--- src/rtl/sor_pkg.sv ---
// Shared constants and types for the servo output signal router
package sor_pkg;
  // ==================================================
  // Timing
  localparam int CLK_MHZ = 50;
  localparam int FILT_TIME_US = 1000;
  localparam int FILT_CYC = FILT_TIME_US * CLK_MHZ;
  localparam int MON_MAX_MS = 20;
  localparam int MON_MAX_CYC = MON_MAX_MS * 1000 * CLK_MHZ;
  // ==================================================
  // Sizes
  localparam int NUM_SIG = 9;
  localparam int NUM_PIN = 3;
  localparam int NUM_IN = 8;
  localparam int NUM_EVT = 3;
  localparam int SEL_W = 2;
  localparam int ORG_W = 12;
  // ==================================================
  // Register byte offsets
  localparam logic [7:0] OFS_ROUTE_A = 8'h00;
  localparam logic [7:0] OFS_ROUTE_B = 8'h04;
  localparam logic [7:0] OFS_ROUTE_C = 8'h08;
  localparam logic [7:0] OFS_INVERT = 8'h0c;
  localparam logic [7:0] OFS_CTRL = 8'h10;
  localparam logic [7:0] OFS_STATUS = 8'h14;
  localparam logic [7:0] OFS_INT_STAT = 8'h18;
  localparam logic [7:0] OFS_INT_MASK = 8'h1c;
  // ==================================================
  // Reset values and field positions
  localparam logic [7:0] ROUTE_RST = 8'h00;
  localparam logic [2:0] INVERT_RST = 3'h0;
  localparam logic [2:0] MASK_RST = 3'h0;
  localparam int CTRL_SRC_BIT = 3;
  localparam int EVT_MON_FALL = 0;
  localparam int EVT_MON_RISE = 1;
  localparam int EVT_PIN_CHG = 2;
  // ==================================================
  // Types
  typedef enum logic [2:0] {
    MODE_POS = 3'b001,
    MODE_SPD = 3'b010,
    MODE_TRQ = 3'b100
  } sor_mode_t;
  typedef struct packed {
    logic near_zone;
    logic warning;
    logic brake_release;
    logic speed_limited;
    logic torque_limited;
    logic servo_ready;
    logic rotating;
    logic speed_match;
    logic position_done;
  } sor_stat_t;
  typedef struct packed {
    logic [15:0] pos;
    logic valid;
  } sor_enc_t;
  typedef struct packed {
    logic p;
    logic n;
  } sor_diff_t;
endpackage

--- src/rtl/sor_router.sv ---
// Servo status signal router with APB registers, safety monitor and pulse outputs
//
// Our own choices: the APB slave port and the address map.
`timescale 1ns/1ps
// How it works
// (RQ1) Selector 1, 2 or 3 routes a status signal to pin 1-3; 0 unroutes it.
// (RQ2) Nine status signals each own an independent pin selector.
// (RQ3) Each of the three pins has its own inversion bit; 1 inverts the level.
// (RQ4) All inversion bits are cleared after reset.
// (RQ5) Safety monitor is on only while both redundant inputs are healthy; the code turns it on whenever the two inputs agree, high or low.
// (RQ6) Safety monitor follows any input change within 20 ms.
// (RQ7) Sink wiring reads low as ON, source wiring high as ON; open is OFF.
// (RQ8) Encoder position becomes differential quadrature and origin pulses.
// (RQ9) Several signals on one pin combine by logical OR.
// (RQ10) A signal meaningless in the current control mode reads inactive.
// (RQ11) Settings are clocked; pins update on the edge after a change.
module sor_router import sor_pkg::*; #(
  parameter int FILT = FILT_CYC
) (
  // Clock and reset
  input wire logic pclk,
  input wire logic presetn,
  // APB slave
  input wire logic [7:0] paddr,
  input wire logic psel,
  input wire logic penable,
  input wire logic pwrite,
  input wire logic [31:0] pwdata,
  output logic [31:0] prdata,
  output logic pready,
  output logic pslverr,
  // Drive status
  input wire sor_stat_t stat_in,
  input wire logic servo_alarm_in,
  // Sequence inputs
  input wire logic [NUM_IN-1:0] seq_in_raw,
  output logic [NUM_IN-1:0] seq_in_on,
  // Safety inputs and monitor
  input wire logic base_block_in_1,
  input wire logic base_block_in_2,
  output logic safety_monitor_out,
  // Encoder position and pulse outputs
  input wire sor_enc_t enc_in,
  output sor_diff_t quad_phase_a,
  output sor_diff_t quad_phase_b,
  output sor_diff_t origin_pulse,
  // Sequence outputs
  output logic [NUM_PIN-1:0] seq_out,
  output logic servo_alarm_out,
  // Interrupt
  output logic irq
);
  // ==================================================
  // Helpers
  // One-hot pin mask for a selector value; 0 maps to no pin
  function automatic logic [NUM_PIN-1:0] pin_dec(input logic [SEL_W-1:0] sel);
    logic [NUM_PIN-1:0] m;
    m = 3'h0;
    case (sel)
      2'h1: m = 3'h1;
      2'h2: m = 3'h2;
      2'h3: m = 3'h4;
      default: m = 3'h0;
    endcase
    return m;
  endfunction

  // ==================================================
  // State
  logic [7:0] route_a_ff;
  logic [7:0] route_b_ff;
  logic [1:0] route_c_ff;
  logic [2:0] invert_ff;
  sor_mode_t mode_ff;
  logic src_ff;
  logic [NUM_EVT-1:0] int_ff;
  logic [NUM_EVT-1:0] mask_ff;
  logic [31:0] rdata_ff;
  logic err_ff;
  logic [NUM_PIN-1:0] seq_out_ff;
  logic [NUM_IN-1:0] seq_in_ff;
  logic alarm_ff;
  logic mon_d_ff;

  // ==================================================
  // APB decode
  logic setup;
  logic wr_en;
  logic hit_a;
  logic hit_b;
  logic hit_c;
  logic hit_inv;
  logic hit_ctrl;
  logic hit_stat;
  logic hit_ist;
  logic hit_msk;
  logic mapped;
  logic [31:0] rd_mux;
  logic [2:0] nxt_mode;

  // Address match for each register
  assign setup = psel && !penable;
  assign wr_en = psel && penable && pwrite && mapped;
  assign hit_a = (paddr == OFS_ROUTE_A);
  assign hit_b = (paddr == OFS_ROUTE_B);
  assign hit_c = (paddr == OFS_ROUTE_C);
  assign hit_inv = (paddr == OFS_INVERT);
  assign hit_ctrl = (paddr == OFS_CTRL);
  assign hit_stat = (paddr == OFS_STATUS);
  assign hit_ist = (paddr == OFS_INT_STAT);
  assign hit_msk = (paddr == OFS_INT_MASK);
  assign mapped = hit_a | hit_b | hit_c | hit_inv | hit_ctrl | hit_stat | hit_ist | hit_msk;

  // Read mux; unused bits read as zero
  assign rd_mux = hit_a ? {24'h0, route_a_ff} :
                  hit_b ? {24'h0, route_b_ff} :
                  hit_c ? {30'h0, route_c_ff} :
                  hit_inv ? {29'h0, invert_ff} :
                  hit_ctrl ? {28'h0, src_ff, mode_ff} :
                  hit_stat ? {16'h0, seq_in_ff, 3'h0, alarm_ff, safety_monitor_out, seq_out_ff} :
                  hit_ist ? {29'h0, int_ff} :
                  hit_msk ? {29'h0, mask_ff} : 32'h0;

  // Data is captured in the setup cycle so the access cycle always completes at once
  always_ff @(posedge pclk or negedge presetn) begin
    if (!presetn) begin
      rdata_ff <= 32'h0;
      err_ff <= 1'b0;
    end else if (setup) begin
      rdata_ff <= rd_mux;
      err_ff <= !mapped;
    end
  end
  assign prdata = rdata_ff;
  assign pready = 1'b1;
  assign pslverr = psel && penable && err_ff;

  // ==================================================
  // Settings registers
  // A mode write with no valid one-hot code keeps the old mode
  assign nxt_mode = (pwdata[2:0] == MODE_POS || pwdata[2:0] == MODE_SPD || pwdata[2:0] == MODE_TRQ) ?
                    pwdata[2:0] : mode_ff;

  // (RQ11) clocked settings
  always_ff @(posedge pclk or negedge presetn) begin
    if (!presetn) begin
      route_a_ff <= ROUTE_RST;
      route_b_ff <= ROUTE_RST;
      route_c_ff <= ROUTE_RST[1:0];
      // (RQ4) inversion cleared
      invert_ff <= INVERT_RST;
      mode_ff <= MODE_POS;
      src_ff <= 1'b0;
      mask_ff <= MASK_RST;
    end else if (wr_en) begin
      if (hit_a) route_a_ff <= pwdata[7:0];
      if (hit_b) route_b_ff <= pwdata[7:0];
      if (hit_c) route_c_ff <= pwdata[1:0];
      if (hit_inv) invert_ff <= pwdata[2:0];
      if (hit_ctrl) mode_ff <= sor_mode_t'(nxt_mode);
      if (hit_ctrl) src_ff <= pwdata[CTRL_SRC_BIT];
      if (hit_msk) mask_ff <= pwdata[NUM_EVT-1:0];
    end
  end

  // ==================================================
  // Signal routing
  logic [2*NUM_SIG-1:0] sel_all;
  sor_stat_t gated;
  logic [NUM_PIN-1:0][NUM_SIG-1:0] pin_hits;
  logic [NUM_PIN-1:0] pin_or;
  logic [NUM_PIN-1:0] nxt_seq_out;

  // (RQ2) one selector per signal
  assign sel_all = {route_c_ff, route_b_ff, route_a_ff};

  // (RQ10) mode validity gate
  // Positioning done only means something in position mode, speed match in speed mode
  assign gated = stat_in & ~sor_stat_t'({7'h0, mode_ff != MODE_SPD, mode_ff != MODE_POS});

  // (RQ1) selector decode
  for (genvar i = 0; i < NUM_SIG; i++) begin : g_sig
    logic [NUM_PIN-1:0] m;
    assign m = pin_dec(sel_all[2*i +: 2]);
    for (genvar p = 0; p < NUM_PIN; p++) begin : g_pin
      assign pin_hits[p][i] = m[p] & gated[i];
    end
  end

  // (RQ9) OR merge per pin
  for (genvar p = 0; p < NUM_PIN; p++) begin : g_or
    assign pin_or[p] = |pin_hits[p];
  end

  // (RQ3) per-pin inversion
  assign nxt_seq_out = pin_or ^ invert_ff;

  // Registered pins give clean edges to the photocoupler stage
  // (RQ11) update next edge
  always_ff @(posedge pclk or negedge presetn) begin
    if (!presetn) begin
      seq_out_ff <= 3'h0;
      alarm_ff <= 1'b0;
    end else begin
      seq_out_ff <= nxt_seq_out;
      alarm_ff <= servo_alarm_in;
    end
  end
  assign seq_out = seq_out_ff;
  assign servo_alarm_out = alarm_ff;

  // ==================================================
  // Sequence input sense
  logic [NUM_IN-1:0] nxt_seq_in;

  // (RQ7) sink or source sense
  // Sink: low level is ON; source: high level is ON; open contact is OFF either way
  assign nxt_seq_in = src_ff ? seq_in_raw : ~seq_in_raw;

  always_ff @(posedge pclk or negedge presetn) begin
    if (!presetn) begin
      seq_in_ff <= 8'h0;
    end else begin
      seq_in_ff <= nxt_seq_in;
    end
  end
  assign seq_in_on = seq_in_ff;

  // ==================================================
  // Safety monitor and pulse outputs
  sor_safety_mon #(
    .FILT(FILT)
  ) u_safety (
    .pclk(pclk),
    .presetn(presetn),
    .base_block_in_1(base_block_in_1),
    .base_block_in_2(base_block_in_2),
    .safety_monitor_out(safety_monitor_out)
  );

  sor_quad_gen u_quad (
    .pclk(pclk),
    .presetn(presetn),
    .enc_in(enc_in),
    .quad_phase_a(quad_phase_a),
    .quad_phase_b(quad_phase_b),
    .origin_pulse(origin_pulse)
  );

  // ==================================================
  // Interrupts
  logic [NUM_EVT-1:0] evt;
  logic [NUM_EVT-1:0] clr;
  logic [NUM_EVT-1:0] nxt_int;

  // Events: monitor drop, monitor rise, any sequence pin change
  assign evt[EVT_MON_FALL] = mon_d_ff && !safety_monitor_out;
  assign evt[EVT_MON_RISE] = !mon_d_ff && safety_monitor_out;
  assign evt[EVT_PIN_CHG] = |(nxt_seq_out ^ seq_out_ff);
  assign clr = (wr_en && hit_ist) ? pwdata[NUM_EVT-1:0] : 3'h0;
  // A new event in the clearing cycle survives the clear
  assign nxt_int = (int_ff & ~clr) | evt;

  always_ff @(posedge pclk or negedge presetn) begin
    if (!presetn) begin
      int_ff <= 3'h0;
      mon_d_ff <= 1'b0;
    end else begin
      int_ff <= nxt_int;
      mon_d_ff <= safety_monitor_out;
    end
  end
  assign irq = |(int_ff & mask_ff);

  // ==================================================
  // Checks
  chk_route_pin_one: assert property (@(posedge pclk) disable iff (!presetn) // RQ1
    (stat_in.rotating && route_a_ff[5:4] == 2'h1 && !invert_ff[0]) |=> seq_out[0])
    else $error("routed signal missing on pin 1");
  chk_unrouted_idle: assert property (@(posedge pclk) disable iff (!presetn) // RQ1
    (route_a_ff == 8'h0 && route_b_ff == 8'h0 && route_c_ff == 2'h0) |=> seq_out == $past(invert_ff))
    else $error("pin active with nothing routed");
  chk_invert_flip: assert property (@(posedge pclk) disable iff (!presetn) // RQ3
    (invert_ff[1] && !pin_or[1]) |=> seq_out[1])
    else $error("inverted idle pin not high");
  chk_invert_reset: assert property (@(posedge pclk) // RQ4
    $rose(presetn) |-> invert_ff == 3'h0)
    else $error("inversion not cleared by reset");
  chk_or_merge: assert property (@(posedge pclk) disable iff (!presetn) // RQ9
    (route_b_ff[7:6] == 2'h3 && route_c_ff == 2'h3 && (stat_in.warning || stat_in.near_zone) && !invert_ff[2])
    |=> seq_out[2])
    else $error("pin 3 lost an OR input");
  chk_mode_gate: assert property (@(posedge pclk) disable iff (!presetn) // RQ10
    (mode_ff != MODE_POS && route_a_ff == 8'h01 && route_b_ff == 8'h0 && route_c_ff == 2'h0 && !invert_ff[0])
    |=> !seq_out[0])
    else $error("positioning done leaked outside position mode");
  chk_sense_sink: assert property (@(posedge pclk) disable iff (!presetn) // RQ7
    (!src_ff && !seq_in_raw[0]) |=> seq_in_on[0])
    else $error("sink low level not read as on");
  chk_pin_update: assert property (@(posedge pclk) disable iff (!presetn) // RQ11
    (wr_en && hit_inv) |=> ##1 seq_out == ($past(pin_or) ^ $past(pwdata[2:0], 2)))
    else $error("pins did not follow new inversion");

  // ==================================================
  // Further checks on bus, interrupts and pins

  // (RQ11) settings hold between writes
  chk_setting_hold: assert property (@(posedge pclk) disable iff (!presetn) // RQ11
    !(wr_en && hit_inv) |=> $stable(invert_ff))
    else $error("inversion changed without a write");

  // Unmapped access answers with an error
  chk_err_unmapped: assert property (@(posedge pclk) disable iff (!presetn) // bus error
    (psel && penable && !mapped) |-> pslverr)
    else $error("unmapped access without error");

  // Set beats a clear in the same cycle
  chk_int_set_wins: assert property (@(posedge pclk) disable iff (!presetn) // sticky flag
    evt[EVT_MON_FALL] |=> int_ff[EVT_MON_FALL])
    else $error("monitor drop not recorded");

  // Writing one clears a quiet flag
  chk_int_w1c: assert property (@(posedge pclk) disable iff (!presetn) // sticky flag
    (wr_en && hit_ist && pwdata[EVT_MON_FALL] && !evt[EVT_MON_FALL]) |=> !int_ff[EVT_MON_FALL])
    else $error("flag survived its clear");

  // Any pin change raises its flag
  chk_pin_event: assert property (@(posedge pclk) disable iff (!presetn) // sticky flag
    (nxt_seq_out != seq_out_ff) |=> int_ff[EVT_PIN_CHG])
    else $error("pin change not recorded");

  // (RQ1) pin two routing
  chk_route_pin_two: assert property (@(posedge pclk) disable iff (!presetn) // RQ1
    (stat_in.speed_limited && route_b_ff[3:2] == 2'h2 && !invert_ff[1]) |=> seq_out[1])
    else $error("routed signal missing on pin 2");

  // (RQ7) source sense level
  chk_sense_source: assert property (@(posedge pclk) disable iff (!presetn) // RQ7
    (src_ff && seq_in_raw[0]) |=> seq_in_on[0])
    else $error("source high level not read as on");

  // Alarm is a one-cycle copy
  chk_alarm_copy: assert property (@(posedge pclk) disable iff (!presetn) // alarm path
    1'b1 |=> servo_alarm_out == $past(servo_alarm_in))
    else $error("alarm output lost its input");

  // Refused mode codes never land
  chk_mode_legal: assert property (@(posedge pclk) disable iff (!presetn) // mode refusal
    mode_ff == MODE_POS || mode_ff == MODE_SPD || mode_ff == MODE_TRQ)
    else $error("mode register holds an illegal code");

  // (RQ3) pin three inversion
  chk_invert_pin_three: assert property (@(posedge pclk) disable iff (!presetn) // RQ3
    (invert_ff[2] && pin_or[2]) |=> !seq_out[2])
    else $error("inverted active pin not low");

  // (RQ9) pin one OR merge
  chk_or_pin_one: assert property (@(posedge pclk) disable iff (!presetn) // RQ9
    (route_a_ff[5:4] == 2'h1 && route_a_ff[7:6] == 2'h1 && (stat_in.rotating || stat_in.servo_ready) &&
     !invert_ff[0]) |=> seq_out[0])
    else $error("pin 1 lost an OR input");
endmodule // sor_router

--- src/rtl/sor_safety_mon.sv ---
// Safety monitor for the two redundant base-block inputs
`timescale 1ns/1ps
module sor_safety_mon import sor_pkg::*; #(
  parameter int FILT = FILT_CYC
) (
  // Clock and reset
  input wire logic pclk,
  input wire logic presetn,
  // Redundant inputs
  input wire logic base_block_in_1,
  input wire logic base_block_in_2,
  // Monitor
  output logic safety_monitor_out
);
  logic [19:0] cnt_ff;
  logic mon_ff;
  logic agree;
  logic [19:0] nxt_cnt;
  logic nxt_mon;
  logic [20:0] lat_ff;

  // ==================================================
  // Agreement filter
  // Turn-on waits for a stable agreement; turn-off is immediate for safety
  assign agree = (base_block_in_1 == base_block_in_2);
  assign nxt_cnt = !agree ? 20'h0 : (cnt_ff >= 20'(FILT)) ? cnt_ff : cnt_ff + 20'h1;
  // (RQ5) both inputs agree, both high or both low
  assign nxt_mon = agree && (cnt_ff >= 20'(FILT));
  // (RQ6) bounded reaction
  always_ff @(posedge pclk or negedge presetn) begin
    if (!presetn) begin
      cnt_ff <= 20'h0;
      mon_ff <= 1'b0;
    end else begin
      cnt_ff <= nxt_cnt;
      mon_ff <= nxt_mon;
    end
  end
  assign safety_monitor_out = mon_ff;

  // Cycles the monitor lags behind a healthy pair
  always_ff @(posedge pclk or negedge presetn) begin
    if (!presetn) begin
      lat_ff <= 21'h0;
    end else begin
      lat_ff <= (agree && !mon_ff) ? lat_ff + 21'h1 : 21'h0;
    end
  end
  chk_mon_drop_fast: assert property (@(posedge pclk) disable iff (!presetn) // RQ5
    !agree |=> !safety_monitor_out) else $error("monitor stayed on with split inputs");
  chk_mon_latency_bound: assert property (@(posedge pclk) disable iff (!presetn) // RQ6
    lat_ff < 21'(MON_MAX_CYC)) else $error("monitor slower than limit");
endmodule // sor_safety_mon

--- src/rtl/sor_quad_gen.sv ---
// Quadrature pulse and origin pulse generator from encoder position words
`timescale 1ns/1ps
module sor_quad_gen import sor_pkg::*; (
  // Clock and reset
  input wire logic pclk,
  input wire logic presetn,
  // Encoder position
  input wire sor_enc_t enc_in,
  // Differential outputs
  output sor_diff_t quad_phase_a,
  output sor_diff_t quad_phase_b,
  output sor_diff_t origin_pulse
);
  logic [15:0] tgt_ff;
  logic [15:0] cnt_ff;
  sor_diff_t a_ff;
  sor_diff_t b_ff;
  sor_diff_t z_ff;
  logic [15:0] nxt_cnt;
  logic [15:0] diff;

  // ==================================================
  // Step one count per cycle toward the latest position, never skipping a phase
  assign diff = tgt_ff - cnt_ff;
  assign nxt_cnt = (diff == 16'h0) ? cnt_ff : diff[15] ? cnt_ff - 16'h1 : cnt_ff + 16'h1;
  // (RQ8) pulse conversion
  always_ff @(posedge pclk or negedge presetn) begin
    if (!presetn) begin
      tgt_ff <= 16'h0;
      cnt_ff <= 16'h0;
      a_ff <= '{p: 1'b0, n: 1'b1};
      b_ff <= '{p: 1'b0, n: 1'b1};
      z_ff <= '{p: 1'b0, n: 1'b1};
    end else begin
      if (enc_in.valid) tgt_ff <= enc_in.pos;
      cnt_ff <= nxt_cnt;
      a_ff <= '{p: nxt_cnt[1], n: ~nxt_cnt[1]};
      b_ff <= '{p: nxt_cnt[1] ^ nxt_cnt[0], n: ~(nxt_cnt[1] ^ nxt_cnt[0])};
      z_ff <= '{p: nxt_cnt[ORG_W-1:0] == '0, n: nxt_cnt[ORG_W-1:0] != '0};
    end
  end
  assign quad_phase_a = a_ff;
  assign quad_phase_b = b_ff;
  assign origin_pulse = z_ff;

  chk_quad_pair_diff: assert property (@(posedge pclk) disable iff (!presetn) // RQ8
    (a_ff.p != a_ff.n) && (b_ff.p != b_ff.n) && (z_ff.p != z_ff.n)) else $error("pair not differential");
endmodule // sor_quad_gen

--- config.mk ---
export PLATFORM = sky130hd
export DESIGN_NAME = sor_router
export DESIGN_NICKNAME = d
export VERILOG_FILES = /design/src/rtl/sor_pkg.sv /design/src/rtl/sor_router.sv /design/src/rtl/sor_safety_mon.sv /design/src/rtl/sor_quad_gen.sv
export SDC_FILE = /design/constraint.sdc
export NUM_CORES = 1
export LEC_CHECK = 0
export ABC_AREA = 1
export BUFFER_PORTS_ARGS = -buffer_cell sky130_fd_sc_hd__buf_4
export CAP_MARGIN = 30
export CORE_UTILIZATION = 60
export DETAILED_ROUTE_END_ITERATION = 8
export PLACE_DENSITY_LB_ADDON = 0.3
export SYNTH_ARGS = -nofsm -noshare
export SYNTH_HDL_FRONTEND = slang
export SYNTH_SLANG_ARGS = --single-unit
--- constraint.sdc ---
create_clock -name pclk -period 5.53 [get_ports pclk]
set_clock_uncertainty 0.1 [all_clocks]
set_input_delay 0.553 -clock pclk [delete_from_list [all_inputs] [get_ports pclk]]
set_output_delay 0.553 -clock pclk [all_outputs]
set_load 0.02 [all_outputs]
# Word level (Yosys, flattened, before mapping)
# Index checks and enable logic that the tools add are counted.
[word_totals]
input_bits = 82
output_inout_bits = 54
regBits = 136
word_cells = 171
[op_classes]
magnitude_cmp = 1
reduce_logical = 31
n_addsub = 4
eq_ne = 41
muxes = 23
bitwise = 46
[ops]
columns = ["op", "n"]
rows = [
  ["$mux 16", 7],
  ["$pmux 3 s3", 9],
  ["$mux 20", 2],
  ["$eq 2x2->1 const B", 18],
  ["$eq 8x5->1 const B", 4],
  ["$and 1x1->1", 27],
  ["$reduce_or 9->1", 3],
  ["$add 20x1->20 const B", 1],
  ["$ge 20x16->1 const B", 1],
  ["$eq 2x1->1 const B", 9],
  ["$add 16x1->16 const B", 1],
  ["$eq 8x4->1 const B", 2],
  ["$logic_not 16->1", 1],
  ["$sub 16x1->16 const B", 1],
  ["$sub 16x16->16", 1],
  ["$logic_not 12->1", 1],
  ["$mux 12", 1],
  ["$reduce_and 2->1", 6],
  ["$reduce_bool 12->1", 1],
  ["$and 9x9->9", 1],
  ["$logic_and 1x1->1", 9],
  ["$mux 3", 3],
  ["$not 2->9", 1],
  ["$eq 8x3->1 const B", 1],
  ["other kinds (21)", 35],
]

# Logic depth before layout (Yosys ltp)
[logic_depth]
word_depth = 14
depth_mapped = 28
ltp_nobuf = 28

# By module
# From an unflattened synthesis, not the netlist that was laid out.
[hier_totals]
hier_cells = 1092
hier_area_um2 = 8051.5
[by_module_without_submodules]
columns = ["module", "instances", "cells_per_inst", "seq_area_each_um2", "area_per_inst_um2"]
rows = [
  ["sor_router", 1, 442, 1527.7, 3358.2],
  ["sor_quad_gen", 1, 454, 929.6, 3305.7],
  ["sor_safety_mon", 1, 196, 525.5, 1387.6],
]

# Least setup slack after synthesis
# OpenSTA, ideal clock, no wires.
[synth_timing]
path_kind = "flip-flop to flip-flop"
start = "reg u_quad.cnt_ff[5]"
end = "reg u_quad.z_ff, in the netlist u_quad.origin_pulse[1]"
period_less_slack_ns = 3.464
stages_incl_launch_ff = 25
setup_ns = 0.069
required_time_ns = 5.361
arrival_time_ns = 3.295
path_buffers = 0
path_slack_ns = 2.066
path_cell_list = "dfrtp_1 > inv_1 > ha_1 > nand2_2 > inv_1 > a21oi_1 > nand2_1 > nand2_1 > nand2_1 > nand2_1 > nand2_2 > inv_1 > ha_1 > a21oi_1 > nand2_1 > a21oi_1 > o21ai_0 > a21oi_1 > xor2_1 > nand2_1 > nand2_1 > nand2_1 > nor2_2 > nand2_1 > nor2_2"
[synth_between]
elab_chain_cells = 4
elab_cells_between_ends = 7
classes_between = "3 x add/sub; 2 x mux; 2 x reduce/logical"
[synth_lines]
columns = ["item", "line", "text"]
rows = [
  ["start: declaration", "sor_quad_gen.sv:15", "logic [15:0] cnt_ff;"],
  ["start signal: assignment", "sor_quad_gen.sv:36", "cnt_ff <= nxt_cnt;"],
  ["$sub 16x16->16, or another cell as far along", "sor_quad_gen.sv:24", "assign diff = tgt_ff - cnt_ff;"],
  ["$logic_not 16->1 / $mux 16 (equally long branches)", "sor_quad_gen.sv:25", "assign nxt_cnt = (diff == 16'h0) ? cnt_ff : diff[15] ? cnt_ff - 16'h1 : cnt_ff + 16'h1;"],
  ["$mux 12 *", "sor_quad_gen.sv:25", ""],
  ["$logic_not 12->1 *", "sor_quad_gen.sv:39", "z_ff <= '{p: nxt_cnt[ORG_W-1:0] == '0, n: nxt_cnt[ORG_W-1:0] != '0};"],
  ["end signal: assignment", "sor_quad_gen.sv:33", "z_ff <= '{p: 1'b0, n: 1'b1};"],
  ["end signal: assignment", "sor_quad_gen.sv:39", ""],
  ["end: declaration", "sor_quad_gen.sv:18", "sor_diff_t z_ff;"],
]
# Mark *: on every way between the ends. The rest lies on a longest branch, timed or not.
# A chain may end at the register's enable or synchronous reset.

# Worst setup path after layout
[layout_timing]
start = "reg u_quad.cnt_ff[1]"
end = "reg u_quad.z_ff, in the netlist u_quad.origin_pulse[1]"
# The elaborated chain is that of the path after synthesis.

==> metrics <==
nets@finish 1220; CTS tree done; overall global routing resource usage 0.297; clk root buf clkbuf_16; final core utilization 0.737; post-synthesis async set-or-reset flop share 1.00; Peak supply drop 0.000313 V; FF-to-FF path depth 24; PortBufs 94; Arrival @ worst endpoint 4.43 ns; Peak Freq 240 MHz; Worst Tran Pin Value 0.961 ns; Yosys cell types 50; Worst-Skew Late Latency 0.42 ns; synthesized cell area 7570 sq um; Via density 5.35; pin count of the biggest net entering global routing 69; leak pwr 4.76 nW; Post-CTS Setup Bufs 0; Slew HR 0.357; Hold-fix buffers, CTS 0; CP top delay family simple AND/OR/NAND/NOR gates; Req. time, crit path 5.78 ns; Final Instance Count excl. Fillers 1285; met1 Use GR 0.369; final WL 18.1 mm; Die Ht 114 um; Routed Antenna Nets 0; core area 12200 sq um; Post-CTS Resized 0; Final min period 4.17 ns; max cap viols 0; leading register cell type out of synthesis dfrtp_1; CP Max Fanout 16; crit-path cells inv_1 -> ha_1 -> nand3_1 -> nand2_1 -> nand2_1 -> nand2_1 -> nand2_1 -> nand2_1 -> nand2_1 -> nand2_2 -> inv_1 -> ha_1 -> a21oi_1 -> nand2_1 -> a21oi_1 -> o21ai_0 -> a21oi_1 -> xor2_1 -> nand2_1 -> nand2_1 -> nand2_1 -> nor2_2 -> nand2_1 -> nor2_2; synthesized area per cell 7.54 sq um; cts bufs inserted 17; vias in the first global route 6608; met3 usage 0.0656; Die Area 13100 sq um; DP HPWL 13.1 mm; P&R area growth vs syn 18.5%; final setup fails 0; I/O Pins 136; global routing usage on met2 0.496; PnR worst setup slack 1.36 ns; H-tree depth 4; Synth area leader dfrtp_1; power after layout 5.21 mW; synthesized flop and latch total 119; grt ovf 0; Hold Vio Cnt, Final 0; ant diodes 0; EDFF count, synth 0; Detailed Routing Iterations Pass 1 5; critical path capture point type flop; busiest grt layer met2; Synth top cells by count 246 x nand2_1, 173 x inv_1, 115 x dfrtp_1; Starting DRT DRC Count 470; Initial Utilization 0.622; Final Max Tran Viols 0; drt wl/cell 14.1 um; Critical Path Stages 24; Placed Cells incl. Taps 1253; Buf/Inv on CP 2; routed via count 6873; outcome finished clean; crit path kind reg2reg; Hold Crit Class in2async; drt drc 0; GP Congestion 0.944; num rows 40; Pwr per Cell Area 581 nW/um^2; Post-Place Setup Slack 1.41 ns; slowest CP cell dfrtp_1; fraction of layout cells with a size suffix above 1 0.161; Synth warnings 0; startpoint types flop; Die Wd 114 um; count leader, synth nand2_1; TritonCTS Sinks 119; first-pass GRT wire length 30.2 mm; setup TNS 0 ns; period utilisation layout 0.755; Crit path largest cell delay 0.53 ns; cell count after synthesis 1004; RSZ-0062 raised after global routing false; Yosys top cell area share 0.380; largest cells by area after synthesis dfrtp_1 38%, nand2_1 12%, inv_1 8.6%; Crit path top cell by count nand2_1; clk slew on worst S/H paths 0.05 ns; CTS Buffer Depth 2; initial antenna violation count 0; register area share after synthesis 0.394
==> cell families after synthesis <==
group / after synthesis / synth area share
adder cells (fa/ha/maj): 34 / 0.0582
AO/OA/AOI/OAI: 122 / 0.0926
other: 2 / 0.000993
AND/OR/NAND/NOR: 474 / 0.282
multiplexers: 17 / 0.0253
buffers and inverters: 206 / 0.112
XOR/XNOR: 30 / 0.0347
flip-flops: 119 / 0.394
==> where the power goes <==
group	internal (mW)	switching [mW]	leakage, nW	total, mW
Combinational	1.10	1.90	3.06	3.00
Sequential	1.01	0.0698	1.40	1.08
Clock	0.742	0.384	0.294	1.13
==> worst paths after layout <==
path                                             start  slack [ns]                     end
max                                   u_quad.cnt_ff[1]        1.36  u_quad.origin_pulse[1]
min                                            presetn        0.13              prdata[12]
max reg2reg                           u_quad.cnt_ff[1]        1.36  u_quad.origin_pulse[1]
min reg2reg                u_safety.safety_monitor_out        0.32                mon_d_ff
max in group asynchronous                      presetn        4.00        u_quad.tgt_ff[9]
min in group pclk                       servo_alarm_in        0.14         servo_alarm_out
==> routing by layer <==
metal	share of wire	routed length (um)
met1	0.42	7580
met2	0.50	8970
met3	0.057	1030
met4	0.029	530
met5	0	0
==> metrics by stage <==
step | instance area (sq um) | hold slack, ns
floorplan | 7620 | 0.157
global route | 8970 | 0.125
finish | 8970 | 0.134
detailed placement | 8360 | 0.301
global placement | 8360 | 0.311
CTS | 8970 | 0.131
==> area by class of cell <==
type,instances,area [sq um]
Multi-Input combinational cell,694,3790
Fill cell,948,3190
Sequential cell,119,2980
Tap cell,168,210
Clock inverter,8,121
Clock buffer,24,482
Inverter,176,661
Timing Repair Buffer,96,721
==> worst reg2reg max path, delay by kind of cell, from the launching register on <==
family,cells,cell delay [ns]
AND/OR/NAND/NOR,15,1.30
AO/OA/AOI/OAI,4,0.76
adder cells (fa/ha/maj),2,0.72
buffers and inverters,2,0.54
flip-flops,1,0.53
XOR/XNOR,1,0.17
==> flip-flops by register name, indices dropped and copies added, names as in the netlist, 3 cells and up <==
| name | flops |
|---|---|
| u_safety.cnt_ff | 20 |
| prdata | 16 |
| u_quad.cnt_ff | 16 |
| u_quad.tgt_ff | 16 |
| route_a_ff | 8 |
| route_b_ff | 8 |
| seq_in_on | 8 |
| int_ff | 3 |
| invert_ff | 3 |
| mask_ff | 3 |
| mode_ff | 3 |
| seq_out | 3 |
==> placed cells by master (no fill, tap or decap), types with 4 or more instances in the layout <==
master / instances
a21oi_1: 37
a221oi_1: 4
a31oi_1: 4
buf_4: 96
clkbuf_1: 4
clkbuf_16: 17
conb_1: 17
dfrtp_1: 115
dfstp_2: 4
ha_1: 32
inv_1: 173
mux2_2: 17
nand2_1: 246
nand2_2: 12
nand3_1: 74
nand3_2: 4
nand4_1: 17
nor2_1: 68
nor2_2: 7
nor3_1: 25
nor4_1: 5
o21ai_0: 50
o221ai_1: 4
o22ai_1: 6
xnor2_1: 15
xor2_1: 15
Power figures use the tool's default switching activity.
